==> src/pbcs_map.svh <==
// register map, field positions, reset values and timing counts of the
// base clock selector; assumes 32-bit apb data with byte addresses
`ifndef PBCS_MAP_SVH
`define PBCS_MAP_SVH

// register indices as printed; the byte address is four times the index
`define PBCS_IDX_CTRL      8'h1c
`define PBCS_IDX_BW        8'h1d
`define PBCS_IDX_PROG      8'h1e
`define PBCS_ADDR_CTRL     (`PBCS_IDX_CTRL * 8'h04)
`define PBCS_ADDR_BW       (`PBCS_IDX_BW * 8'h04)
`define PBCS_ADDR_PROG     (`PBCS_IDX_PROG * 8'h04)

// control register fields
`define PBCS_CTRL_IE       7
`define PBCS_CTRL_FLAG     6
`define PBCS_CTRL_ON       5
`define PBCS_CTRL_SEL      4
`define PBCS_CTRL_ONES     4'hf

// bandwidth register fields
`define PBCS_BW_AUTO       7
`define PBCS_BW_LOCK       6
`define PBCS_BW_ACQ        5

// programming register: multiplier high nibble, range low nibble
`define PBCS_MUL_RST       4'h6
`define PBCS_VRS_RST       4'h6
`define PBCS_CODE_ZERO     4'h0
`define PBCS_MUL_ONE       4'h1

// source cycles waited on each side of a switch
`define PBCS_SWITCH_CYC    3

`endif

==> src/pbcs_pkg.sv <==
// types shared by the base clock selector and its bench
// assumes the map header supplies the numeric constants
package pbcs_pkg;

  // apb request as driven by the master
  typedef struct packed {
    logic        psel;
    logic        penable;
    logic        pwrite;
    logic [7:0]  paddr;
    logic [31:0] pwdata;
  } pbcs_apb_req_s;

  // apb answer of the slave
  typedef struct packed {
    logic        pready;
    logic        pslverr;
    logic [31:0] prdata;
  } pbcs_apb_rsp_s;

  // settings handed to the analog pll
  typedef struct packed {
    logic       enable;
    logic       track;
    logic [3:0] mul;
    logic [3:0] vrs;
  } pbcs_pll_cfg_s;

  // source switch state
  typedef enum logic [0:0] {
    PBCS_RUN  = 1'b0,
    PBCS_HOLD = 1'b1
  } pbcs_sw_e;

endpackage

==> src/pbcs_top.sv <==
// base clock selector: pll control registers on apb, source interlocks,
// glitch-free crystal/vco hand-over and divide-by-two base clock
// assumes crystal and vco clock levels arrive synchronous to I_SYS_CLK
// and that each runs well below half the system clock rate
`include "pbcs_map.svh"
`timescale 1ns/10ps
`default_nettype none

////////////////////////////////////////////////////////////////////////////
// Behaviour
// - multiplier code zero acts as one
// - range zero disables pll, refuses vco source
// - switch waits three cycles of crystal, and of vco while pll runs, output held
// - switched clock halved, bus is quarter source
// - select bit picks crystal or vco clock
// - vco select blocked while pll off
// - pll off blocked while vco selected
// - power and select can change in one write
// - range zero forces crystal source
// - oscillator enable gates crystal and pll
// - base clock 50% duty, twice bus rate
// - interrupt output driven by lock detector
// - select one vco, zero crystal; reset/stop clear
// - reset sets pll power bit
// - auto mode: lock change sets flag, interrupt
// - program writes ignored while pll on
module pbcs_top #(
  parameter int SWITCH_CYC = `PBCS_SWITCH_CYC
) (
  input  wire logic                   I_SYS_CLK,
  input  wire logic                   I_RSTN,
  input  wire pbcs_pkg::pbcs_apb_req_s I_APB,
  output var  pbcs_pkg::pbcs_apb_rsp_s O_APB,
  input  wire logic                   I_XTAL_CLK,
  input  wire logic                   I_VCO_CLK,
  input  wire logic                   I_OSC_ENABLE,
  input  wire logic                   I_STOP,
  input  wire logic                   I_PLL_LOCK,
  input  wire logic                   I_PLL_ACQ_DONE,
  output logic                        O_BASE_CLK,
  output logic                        O_OSC_EN,
  output var  pbcs_pkg::pbcs_pll_cfg_s O_PLL_CFG,
  output logic                        O_VCO_ACTIVE,
  output logic                        O_SWITCHING,
  output logic                        O_PLL_IRQ
);
  import pbcs_pkg::*;

  // the counters below are two bits wide; refused at elaboration so a
  // bad value never reaches a netlist
  if (SWITCH_CYC < 1 || SWITCH_CYC > 3) begin : g_bad_cyc
    $error("SWITCH_CYC must lie in 1..3");
  end


  localparam logic [1:0] SW_LAST = 2'(SWITCH_CYC);

  //////////////////////////////////////////////////////////////////////////
  // register state
  logic       ie_q,   ie_d;
  logic       flag_q, flag_d;
  logic       on_q,   on_d;
  logic       sel_q,  sel_d;
  logic       auto_q, auto_d;
  logic       acq_q,  acq_d;
  logic [3:0] mul_q,  mul_d;
  logic [3:0] vrs_q,  vrs_d;
  logic       lock_q;
  pbcs_apb_rsp_s rsp_q, rsp_d;

  logic       setup, done, wr, rd;
  logic       hit_ctrl, hit_bw, hit_prog;
  logic       lock_edge;
  logic [7:0] ctrl_rd, bw_rd, prog_rd;

  // a transfer completes at the edge where our registered pready is seen
  assign setup     = I_APB.psel && I_APB.penable && !rsp_q.pready;
  assign done      = I_APB.psel && I_APB.penable && rsp_q.pready;
  assign wr        = done && I_APB.pwrite;
  assign rd        = done && !I_APB.pwrite;
  assign hit_ctrl  = (I_APB.paddr == `PBCS_ADDR_CTRL);
  assign hit_bw    = (I_APB.paddr == `PBCS_ADDR_BW);
  assign hit_prog  = (I_APB.paddr == `PBCS_ADDR_PROG);
  assign lock_edge = auto_q && (I_PLL_LOCK != lock_q);

  // read views; enable and flag read zero in manual mode
  assign ctrl_rd = {ie_q && auto_q, flag_q && auto_q, on_q, sel_q,
                    `PBCS_CTRL_ONES};
  assign bw_rd   = {auto_q, I_PLL_LOCK && auto_q,
                    auto_q ? I_PLL_ACQ_DONE : acq_q, 5'h00};
  assign prog_rd = {mul_q, vrs_q};

  // next register values
  always_comb begin
    ie_d   = ie_q;
    on_d   = on_q;
    sel_d  = sel_q;
    auto_d = auto_q;
    acq_d  = acq_q;
    mul_d  = mul_q;
    vrs_d  = vrs_q;
    flag_d = flag_q;
    rsp_d  = '0;
    // answer one cycle after the access phase opens
    if (setup) begin
      rsp_d.pready  = 1'b1;
      rsp_d.pslverr = !(hit_ctrl || hit_bw || hit_prog);
      rsp_d.prdata  = hit_ctrl ? {24'h000000, ctrl_rd} :
                      hit_bw   ? {24'h000000, bw_rd}   :
                      hit_prog ? {24'h000000, prog_rd} : 32'h00000000;
    end
    // reading control clears the flag; a lock change seen now wins
    if (rd && hit_ctrl) begin
      flag_d = 1'b0;
    end
    if (lock_edge) begin
      flag_d = 1'b1;
    end
    if (wr && hit_ctrl) begin
      if (auto_q) begin
        ie_d = I_APB.pwdata[`PBCS_CTRL_IE];
      end
      // both interlocks look at the old values, so one write can turn
      // power off and select the vco together
      if (I_APB.pwdata[`PBCS_CTRL_ON] || !sel_q) begin
        on_d = I_APB.pwdata[`PBCS_CTRL_ON];
      end
      if (!I_APB.pwdata[`PBCS_CTRL_SEL]) begin
        sel_d = 1'b0;
      end else if (on_q && vrs_q != `PBCS_CODE_ZERO) begin
        sel_d = 1'b1;
      end
    end
    if (wr && hit_bw) begin
      auto_d = I_APB.pwdata[`PBCS_BW_AUTO];
      // in auto mode the manual value is kept aside, not overwritten
      if (!auto_q) begin
        acq_d = I_APB.pwdata[`PBCS_BW_ACQ];
      end
    end
    if (wr && hit_prog && !on_q) begin
      mul_d = I_APB.pwdata[7:4];
      vrs_d = I_APB.pwdata[3:0];
    end
    // range zero or stop mode drops the vco selection
    if (vrs_d == `PBCS_CODE_ZERO || I_STOP) begin
      sel_d = 1'b0;
    end
  end

  // register flops; power bit comes up set so the loop settles early
  always_ff @(posedge I_SYS_CLK or negedge I_RSTN) begin
    if (!I_RSTN) begin
      ie_q   <= 1'b0;
      flag_q <= 1'b0;
      on_q   <= 1'b1;
      sel_q  <= 1'b0;
      auto_q <= 1'b0;
      acq_q  <= 1'b0;
      mul_q  <= `PBCS_MUL_RST;
      vrs_q  <= `PBCS_VRS_RST;
      lock_q <= 1'b0;
      rsp_q  <= '0;
    end else begin
      ie_q   <= ie_d;
      flag_q <= flag_d;
      on_q   <= on_d;
      sel_q  <= sel_d;
      auto_q <= auto_d;
      acq_q  <= acq_d;
      mul_q  <= mul_d;
      vrs_q  <= vrs_d;
      lock_q <= I_PLL_LOCK;
      rsp_q  <= rsp_d;
    end
  end

  //////////////////////////////////////////////////////////////////////////
  // pll settings, oscillator enable and interrupt
  pbcs_pll_cfg_s cfg_d, cfg_q;
  logic          pll_live;
  logic          osc_q, irq_q;

  assign pll_live = on_q && I_OSC_ENABLE && vrs_q != `PBCS_CODE_ZERO;

  // settings seen by the analog loop
  always_comb begin
    cfg_d.enable = pll_live;
    cfg_d.track  = auto_q ? I_PLL_ACQ_DONE : acq_q;
    cfg_d.mul    = (mul_q == `PBCS_CODE_ZERO) ? `PBCS_MUL_ONE
                                              : mul_q;
    cfg_d.vrs    = vrs_q;
  end

  always_ff @(posedge I_SYS_CLK or negedge I_RSTN) begin
    if (!I_RSTN) begin
      cfg_q <= '0;
      osc_q <= 1'b0;
      irq_q <= 1'b0;
    end else begin
      cfg_q <= cfg_d;
      osc_q <= I_OSC_ENABLE;
      irq_q <= flag_q && ie_q && auto_q;
    end
  end

  assign O_APB     = rsp_q;
  assign O_PLL_CFG = cfg_q;
  assign O_OSC_EN  = osc_q;
  assign O_PLL_IRQ = irq_q;

  //////////////////////////////////////////////////////////////////////////
  // source switch and divide by two
  pbcs_sw_e   st_q, st_d;
  logic       src_q, src_d;
  logic       xprev_q, vprev_q;
  logic [1:0] xcnt_q, xcnt_d, vcnt_q, vcnt_d;
  logic       base_q, base_d;
  logic       want, xrise, vrise, vdone;

  // the vco only counts as a source while the loop really runs
  assign want  = sel_q && pll_live;
  assign xrise = I_XTAL_CLK && !xprev_q;
  assign vrise = I_VCO_CLK && !vprev_q;
  // a stopped vco never ticks, so its wait is skipped when it is off
  assign vdone = (vcnt_q == SW_LAST) || !pll_live;

  // hand-over: each source is counted on its own edges, so neither is
  // dropped mid-pulse and the output stays still until both agree
  always_comb begin
    st_d   = st_q;
    src_d  = src_q;
    xcnt_d = xcnt_q;
    vcnt_d = vcnt_q;
    base_d = base_q;
    unique case (st_q)
      PBCS_RUN: begin
        if (want != src_q) begin
          st_d   = PBCS_HOLD;
          xcnt_d = 2'h0;
          vcnt_d = 2'h0;
        end else if (src_q ? vrise : xrise) begin
          base_d = !base_q;
        end
      end
      PBCS_HOLD: begin
        if (xrise && xcnt_q != SW_LAST) begin
          xcnt_d = xcnt_q + 2'h1;
        end
        if (vrise && vcnt_q != SW_LAST) begin
          vcnt_d = vcnt_q + 2'h1;
        end
        if (want == src_q) begin
          st_d = PBCS_RUN;
        end else if (xcnt_q == SW_LAST && vdone) begin
          st_d  = PBCS_RUN;
          src_d = want;
        end
      end
    endcase
  end

  always_ff @(posedge I_SYS_CLK or negedge I_RSTN) begin
    if (!I_RSTN) begin
      st_q    <= PBCS_RUN;
      src_q   <= 1'b0;
      xprev_q <= 1'b0;
      vprev_q <= 1'b0;
      xcnt_q  <= 2'h0;
      vcnt_q  <= 2'h0;
      base_q  <= 1'b0;
    end else begin
      st_q    <= st_d;
      src_q   <= src_d;
      xprev_q <= I_XTAL_CLK;
      vprev_q <= I_VCO_CLK;
      xcnt_q  <= xcnt_d;
      vcnt_q  <= vcnt_d;
      base_q  <= base_d;
    end
  end

  assign O_BASE_CLK   = base_q;
  assign O_VCO_ACTIVE = src_q;
  assign O_SWITCHING  = (st_q == PBCS_HOLD);

endmodule

`default_nettype wire

==> config.mk <==
export PLATFORM = sky130hd
export DESIGN_NAME = pbcs_top
export DESIGN_NICKNAME = d
export VERILOG_FILES = /design/src/pbcs_pkg.sv /design/src/pbcs_top.sv
export VERILOG_INCLUDE_DIRS = /design/src /design/src/src
export SDC_FILE = /design/constraint.sdc
export NUM_CORES = 1
export LEC_CHECK = 0
export ABC_AREA = 1
export BUFFER_PORTS_ARGS = -buffer_cell sky130_fd_sc_hd__buf_2
export CAP_MARGIN = 10
export CORE_MARGIN = 2
export CORE_UTILIZATION = 37
export CTS_CLUSTER_SIZE = 20
export DETAILED_ROUTE_END_ITERATION = 10
export PLACE_DENSITY = 0.66
export SLEW_MARGIN = 10
export SYNTH_ARGS = -nofsm -noshare
export SYNTH_HDL_FRONTEND = slang
export SYNTH_SLANG_ARGS = --single-unit
==> constraint.sdc <==
create_clock -name I_SYS_CLK -period 1.95 [get_ports I_SYS_CLK]
set_clock_uncertainty 0.15 [all_clocks]
set_input_delay 0.39 -clock I_SYS_CLK [delete_from_list [all_inputs] [get_ports I_SYS_CLK]]
set_output_delay 0.39 -clock I_SYS_CLK [all_outputs]
set_load 0.02 [all_outputs]
Yosys cells after proc, flatten, opt, wreduce, memory -nomap -nowiden --
Cells that the tools add are included.
Word-level totals: register bits after elaboration 70, input bits 51, output and inout port bits 49, word-level logic and storage cells 120
Operators by class: add/sub/neg operators 2, equal/unequal tests 14, muxes and demuxes 23, bitwise operators 4, reduce and logical (&&, ||, !) cells 52
Operators by type and width (number):
- 2-to-1 mux 34 bit | 1
- logical AND 1 bit | 25
- == test 8 x 7 -> 1 bit (second input constant) | 3
- 2-to-1 mux 8 bit | 3
- AND reduction 2 bit | 6
- 2-to-1 mux 1 bit | 11
- zero test 1 bit | 9
- zero test 4 bit | 2
- 2-to-1 mux 4 bit | 2
- case mux 2 bit (2 select lines) | 2
- 2-to-1 mux 2 bit | 3
- != test 2 bit (second input constant) | 3
- AND reduction 3 bit | 2
- logical OR 1 bit | 5
- adder 2 x 1 -> 2 bit (second input constant) | 2
- == test 2 bit (second input constant) | 2
- != test 2 x 1 -> 1 bit (second input constant) | 2
- inverter 1 bit | 4
- nonzero test 2 bit | 2
- nonzero test 4 bit | 1
- != test 3 x 1 -> 1 bit (second input constant) | 1
- != test 1 bit | 2
- case mux 1 bit (2 select lines) | 1
- == test 1 bit | 1

Logic depth before layout (Yosys ltp) --
word-level depth 10, gate-level depth with buffers 10, gate-level depth less buffers 10

Least setup slack after synthesis --
No wires, ideal clock.
kind reg-to-reg, start point register rsp_q, in the netlist O_APB[33], end point register sel_q, setup time 71 ps, arrival time 1199 ps, data required time 1729 ps, setup slack 530 ps, stages on the path, launching flop included 9, buffers on the path 0, clock period less this slack 1420 ps, path through dfrtp_1 > nand3_1 > nor2_4 > nand4_2 > nand2_1 > nand2_1 > nand2_1 > nor2_1 > nor2_1
On the way: longest elaborated chain between the ends 9, elaborated cells on any way between the ends 12, classes of those cells eq/ne: 1; mux: 2; reduce/logical: 9
RTL lines:
- start, declared | line pbcs_top.sv:69 | pbcs_apb_rsp_s rsp_q, rsp_d;
- start signal, assigned | line pbcs_top.sv:174 | rsp_q <= rsp_d;
- logical AND 1 bit (*) | line pbcs_top.sv:78 | assign done = I_APB.psel && I_APB.penable && rsp_q.pready;
- logical AND 1 bit (*) | line pbcs_top.sv:79 | assign wr = done && I_APB.pwrite;
- logical AND 1 bit (2 in a row) | line pbcs_top.sv:141 | if (wr && hit_prog && !on_q) begin
- 2-to-1 mux 4 bit | line pbcs_top.sv:141
- zero test 4 bit (no source line)
- logical OR 1 bit | line pbcs_top.sv:146 | if (vrs_d == `PBCS_CODE_ZERO || I_STOP) begin
- != test 3 x 1 -> 1 bit (no source line) or nonzero test 2 bit (tied branches)
- AND reduction 2 bit (no source line)
- end signal, assigned | line pbcs_top.sv:168 | sel_q <= sel_d;
- end, declared | line pbcs_top.sv:63 | logic sel_q, sel_d;
Every way passes the cells marked *; elsewhere a longest branch is shown, timed or not. A chain may end at the register's enable or synchronous reset.

==> flow_summary.html <==
<table>
<tr><th>Metric</th><th>Value</th></tr>
<tr><th colspan="2">Yosys</th></tr>
<tr><td>Sequential fraction of the synthesis area</td><td>0.521</td></tr>
<tr><td>#FFs+latches synth</td><td>46</td></tr>
<tr><td>Average footprint of a synthesized cell</td><td>8.70 um2</td></tr>
<tr><td>Predominant post-synthesis flop cell</td><td>dfrtp_1</td></tr>
<tr><td>Count of mapped cells out of synthesis</td><td>about 260</td></tr>
<tr><td>Post-synthesis async set-or-reset flop share</td><td>1.00</td></tr>
<tr><td>Number of enable-type register cells in the synthesized netlist</td><td>0</td></tr>
<tr><td>Cell Area, Synth</td><td>between 2000 and 2500 um2</td></tr>
<tr><td>Number of warnings printed during yosys synthesis</td><td>0</td></tr>
<tr><td>Distinct cells, synth</td><td>31</td></tr>
<tr><th colspan="2">Die</th></tr>
<tr><td>Y dimension of the die</td><td>81.5 um</td></tr>
<tr><td>Area of the die</td><td>approximately 6600 um2</td></tr>
<tr><td>Starting density of the core</td><td>0.379</td></tr>
<tr><td>IO Pins</td><td>100</td></tr>
<tr><td>Core ar.</td><td>5850 um2</td></tr>
<tr><td>Die X</td><td>a little over 80 um</td></tr>
<tr><td>Number of rows created at floorplan</td><td>28</td></tr>
<tr><th colspan="2">Final layout</th></tr>
<tr><td>Number of diodes</td><td>0</td></tr>
<tr><td>Fraction of layout cells with a size suffix above 1</td><td>0.256</td></tr>
<tr><td>Area growth syn-to-layout</td><td>17.3%</td></tr>
<tr><td>Count of fill cells added during filler insertion</td><td>599</td></tr>
<tr><td>Net count, final</td><td>around 360</td></tr>
<tr><th colspan="2">Drt</th></tr>
<tr><td>First-pass DRT Iterations</td><td>4</td></tr>
<tr><td>Vias/cell</td><td>4.40</td></tr>
<tr><td>Number of remaining DRC errors</td><td>0</td></tr>
<tr><td>DRC marker count from the first detailed-route iteration</td><td>67</td></tr>
<tr><td>Residual antenna-violating net count after detailed routing</td><td>0</td></tr>
<tr><td>Wire length per cell after detailed routing</td><td>10.9 um</td></tr>
<tr><td>Vias</td><td>1701</td></tr>
<tr><td>Final Routed Wirelength</td><td>4.22 mm</td></tr>
<tr><th colspan="2">Status</th></tr>
<tr><td>Result of the run</td><td>finished, final reports clean</td></tr>
<tr><th colspan="2">Critical path</th></tr>
<tr><td>Element type at the critical path end</td><td>flip-flop</td></tr>
<tr><td>Required time of the worst setup path</td><td>1.99 ns</td></tr>
<tr><td>End of the worst register-to-register path</td><td>O_VCO_ACTIVE</td></tr>
<tr><td>Top fanout value on the critical path</td><td>3</td></tr>
<tr><td>Start-to-end type of the worst setup path</td><td>reg2reg</td></tr>
<tr><td>Minimum setup slack among reg-to-reg paths</td><td>just over 0.4 ns</td></tr>
<tr><td>Critical Path Start Type</td><td>flip-flop</td></tr>
<tr><td>Critical R2R Launch</td><td>vrs_q[2]</td></tr>
<tr><td>Worst Reg2Reg Path Length in Cells</td><td>9</td></tr>
<tr><td>Arrival time at the worst endpoint</td><td>1.58 ns</td></tr>
<tr><th colspan="2">STA</th></tr>
<tr><td>Final count of negative-setup-slack endpoints</td><td>0</td></tr>
<tr><td>RSZ-0062 raised after global routing</td><td>no</td></tr>
<tr><td>Post-route minimum period</td><td>1.54 ns</td></tr>
<tr><td>Highest clock frequency the design can meet</td><td>649 MHz</td></tr>
<tr><td>Final Hold Vio Count</td><td>0</td></tr>
<tr><td>Final worst-path setup slack</td><td>slightly above 0.4 ns</td></tr>
<tr><td>Portion of the clock cycle consumed by the worst path in the final layout</td><td>0.790</td></tr>
<tr><td>Setup TNS</td><td>0 ns</td></tr>
<tr><td>Number of slew-limit violations in the final report</td><td>0</td></tr>
<tr><th colspan="2">Clock tree</th></tr>
<tr><td>Clock tree from TritonCTS</td><td>built</td></tr>
<tr><td>Root buf cell</td><td>clkbuf_8</td></tr>
<tr><td>Buffer depth of the longest clock path</td><td>2</td></tr>
<tr><td>Clock edge transition at the registers on the reported setup and hold paths</td><td>0.08 ns</td></tr>
<tr><td>Cells resized by post-CTS repair</td><td>0</td></tr>
<tr><td>Number of sinks on the clock net</td><td>46</td></tr>
<tr><td>Post CTS Setup Buffer Count</td><td>0</td></tr>
<tr><td>H-tree levels</td><td>2</td></tr>
<tr><td>Clock latency at the later pin of the worst-skew pair</td><td>0.30 ns</td></tr>
<tr><td>Number of buffers inserted during clock tree synthesis</td><td>5</td></tr>
<tr><th colspan="2">Placed design</th></tr>
<tr><td>Detail Placement HPWL</td><td>3.27 mm</td></tr>
<tr><td>Final weighted congestion in routability-driven placement</td><td>between 0.8 and 0.9</td></tr>
<tr><td>Worst slack at placement</td><td>0.287 ns</td></tr>
<tr><td>Port-buffer cells</td><td>51</td></tr>
<tr><th colspan="2">GRT</th></tr>
<tr><td>Gr usage total</td><td>0.137</td></tr>
<tr><td>Vias in the first global route</td><td>1580</td></tr>
<tr><td>Wire length of the first global-routing pass</td><td>6.96 mm</td></tr>
<tr><td>Leftover overflow at the end of global routing</td><td>0</td></tr>
<tr><td>Largest net degree at the start of global routing</td><td>47</td></tr>
<tr><td>Antenna violations before repair</td><td>0</td></tr>
<tr><th colspan="2">Power and ir drop</th></tr>
<tr><td>Net Sw Power</td><td>0.461 mW</td></tr>
<tr><td>Switching share of total power</td><td>0.248</td></tr>
<tr><td>Power density relative to cell area</td><td>715 nW/um2</td></tr>
<tr><td>Internal</td><td>about 1.4 mW</td></tr>
<tr><td>Part of the power in the clock network</td><td>0.381</td></tr>
<tr><td>Combinational power share</td><td>0.093</td></tr>
<tr><td>Final Total Pwr</td><td>1.86 mW</td></tr>
<tr><td>Peak supply drop</td><td>417 uV</td></tr>
<tr><td>Static leakage</td><td>1.41 nW</td></tr>
<tr><td>Sequential group share of total power</td><td>0.526</td></tr>
<tr><th colspan="2">Worst hold path</th></tr>
<tr><td>Number of cells on the worst hold path</td><td>1</td></tr>
<tr><td>Worst Hold Class</td><td>in2reg</td></tr>
<tr><td>Worst-case hold path end point</td><td>xprev_q</td></tr>
<tr><td>Worst Min Path Start</td><td>I_XTAL_CLK</td></tr>
<tr><th colspan="2">Flow run</th></tr>
<tr><td>Max cap viols</td><td>0</td></tr>
</table>
==> cells by family after synthesis <==
group | Yosys count | synth area share
AO/OA/AOI/OAI | 25 | 0.0609
XOR/XNOR | 1 | 0.00395
adder cells (fa/ha/maj) | 2 | 0.0113
buffers and inverters | 73 | 0.167
flip-flops | 46 | 0.521
multiplexers | 1 | 0.00676
other | 1 | 0.00169
AND/OR/NAND/NOR | 106 | 0.227
==> layer usage <==
layer	routed length [um]	global-route usage
met1	1850	0.172
met2	1980	0.231
met3	316	0.0231
met4	75	0.0627
met5	0	0
==> power groups by stage <==
stage	sequential (mW)	clock (mW)	combinational, mW
after floorplan	1.01	0	0.121
after global placement	0.998	0	0.170
after detailed placement	0.998	0	0.173
after CTS	0.980	0.723	0.175
after global routing	0.983	0.765	0.193
final	0.980	0.709	0.172
==> Yosys cell counts, types with 2 or more instances <==
master	n	area share
nand2_1	55	0.093
nand2_2	2	0.0056
dfstp_2	5	0.059
nor3_1	3	0.0068
nor2_1	11	0.019
or2_2	2	0.0056
nor2_2	4	0.011
clkbuf_1	3	0.0051
dfrtp_1	41	0.46
nand4_1	7	0.020
nor2_4	3	0.015
o21ai_0	10	0.023
inv_1	45	0.076
nand3_1	14	0.032
buf_4	24	0.081
ha_1	2	0.011
a21oi_1	10	0.023
==> cells in the final DEF (no fill, tap or decap), types with 2 or more instances in the layout <==
master,netlist,routed
a21oi_1,10,10
buf_2,0,51
clkbuf_8,0,5
clkinvlp_4,0,2
conb_1,1,24
dfrtp_1,41,41
dfstp_2,5,5
ha_1,2,2
inv_1,45,45
nand2_1,55,55
nand2_2,2,2
nand3_1,14,14
nand4_1,7,7
nor2_1,11,11
nor2_2,4,4
nor2_4,3,3
nor3_1,3,3
o21ai_0,10,10
or2_2,2,2
==> how the worst max path moves through the flow <==
| stage | to | slack [ns] | from |
|---|---|---|---|
| 6_report | O_VCO_ACTIVE | 0.41 | vrs_q[2] |
| 5_1_grt | O_VCO_ACTIVE | 0.23 | vrs_q[2] |
| 4_1_cts | O_BASE_CLK | 0.42 | vrs_q[2] |
| 3_5_place_dp | flag_q | 0.29 | I_APB[33] |
| 3_3_place_gp | O_APB[5] | 0.30 | I_APB[33] |
| 2_1_floorplan | sel_q | 0.53 | O_APB[33] |
==> worst max-delay path: stages (launching register included) <==
cell and delay [ns]:
dfstp_2 0.55, inv_1 0.05, nand4_1 0.12, nand2_1 0.08, nor2_1 0.17, nand2_1 0.08, nand2_1 0.07, inv_1 0.05
nand3_1 0.06, nand2_1 0.05
==> per-stage QoR <==
step | utilization | instance area, um2 | cells | hold slack (ns)
final | 0.445 | 2600 | 387 | 0.0587
after global routing | 0.445 | 2600 | 387 | 0.0539
after CTS | 0.445 | 2600 | 387 | 0.0521
after detailed placement | 0.424 | 2480 | 378 | 0.242
after global placement | 0.424 | 2480 | 378 | 0.233
after floorplan | - | 2310 | 278 | -0.0556
==> state kept, by name (all words and copies together) (netlist names) <==
register,count
O_OSC_EN,1
xprev_q,1
O_SWITCHING,1
lock_q,1
acq_q,1
O_BASE_CLK,1
vrs_q,4
O_PLL_IRQ,1
vcnt_q,2
sel_q,1
vprev_q,1
flag_q,1
ie_q,1
on_q,1
O_PLL_CFG,10
xcnt_q,2
auto_q,1
mul_q,4
O_APB,10
O_VCO_ACTIVE,1
==> timing repair <==
action / in CTS / in global routing
setup endpoints to repair: 0 / 0
hold buffers: 1 / 0
endpoints found under the hold margin: 41 / 0
==> area by class of cell <==
cell class | instances | area (um2) | area share
Sequential cell | 46 | 1160 | 0.444
Multi-Input combinational cell | 159 | 777 | 0.298
Timing Repair Buffer | 54 | 293 | 0.112
Inverter | 45 | 169 | 0.0649
Tap cell | 75 | 93.8 | 0.0360
Clock buffer | 5 | 68.8 | 0.0264
Clock inverter | 3 | 45.0 | 0.0173
No activity file was read; power rests on OpenSTA's default activity.
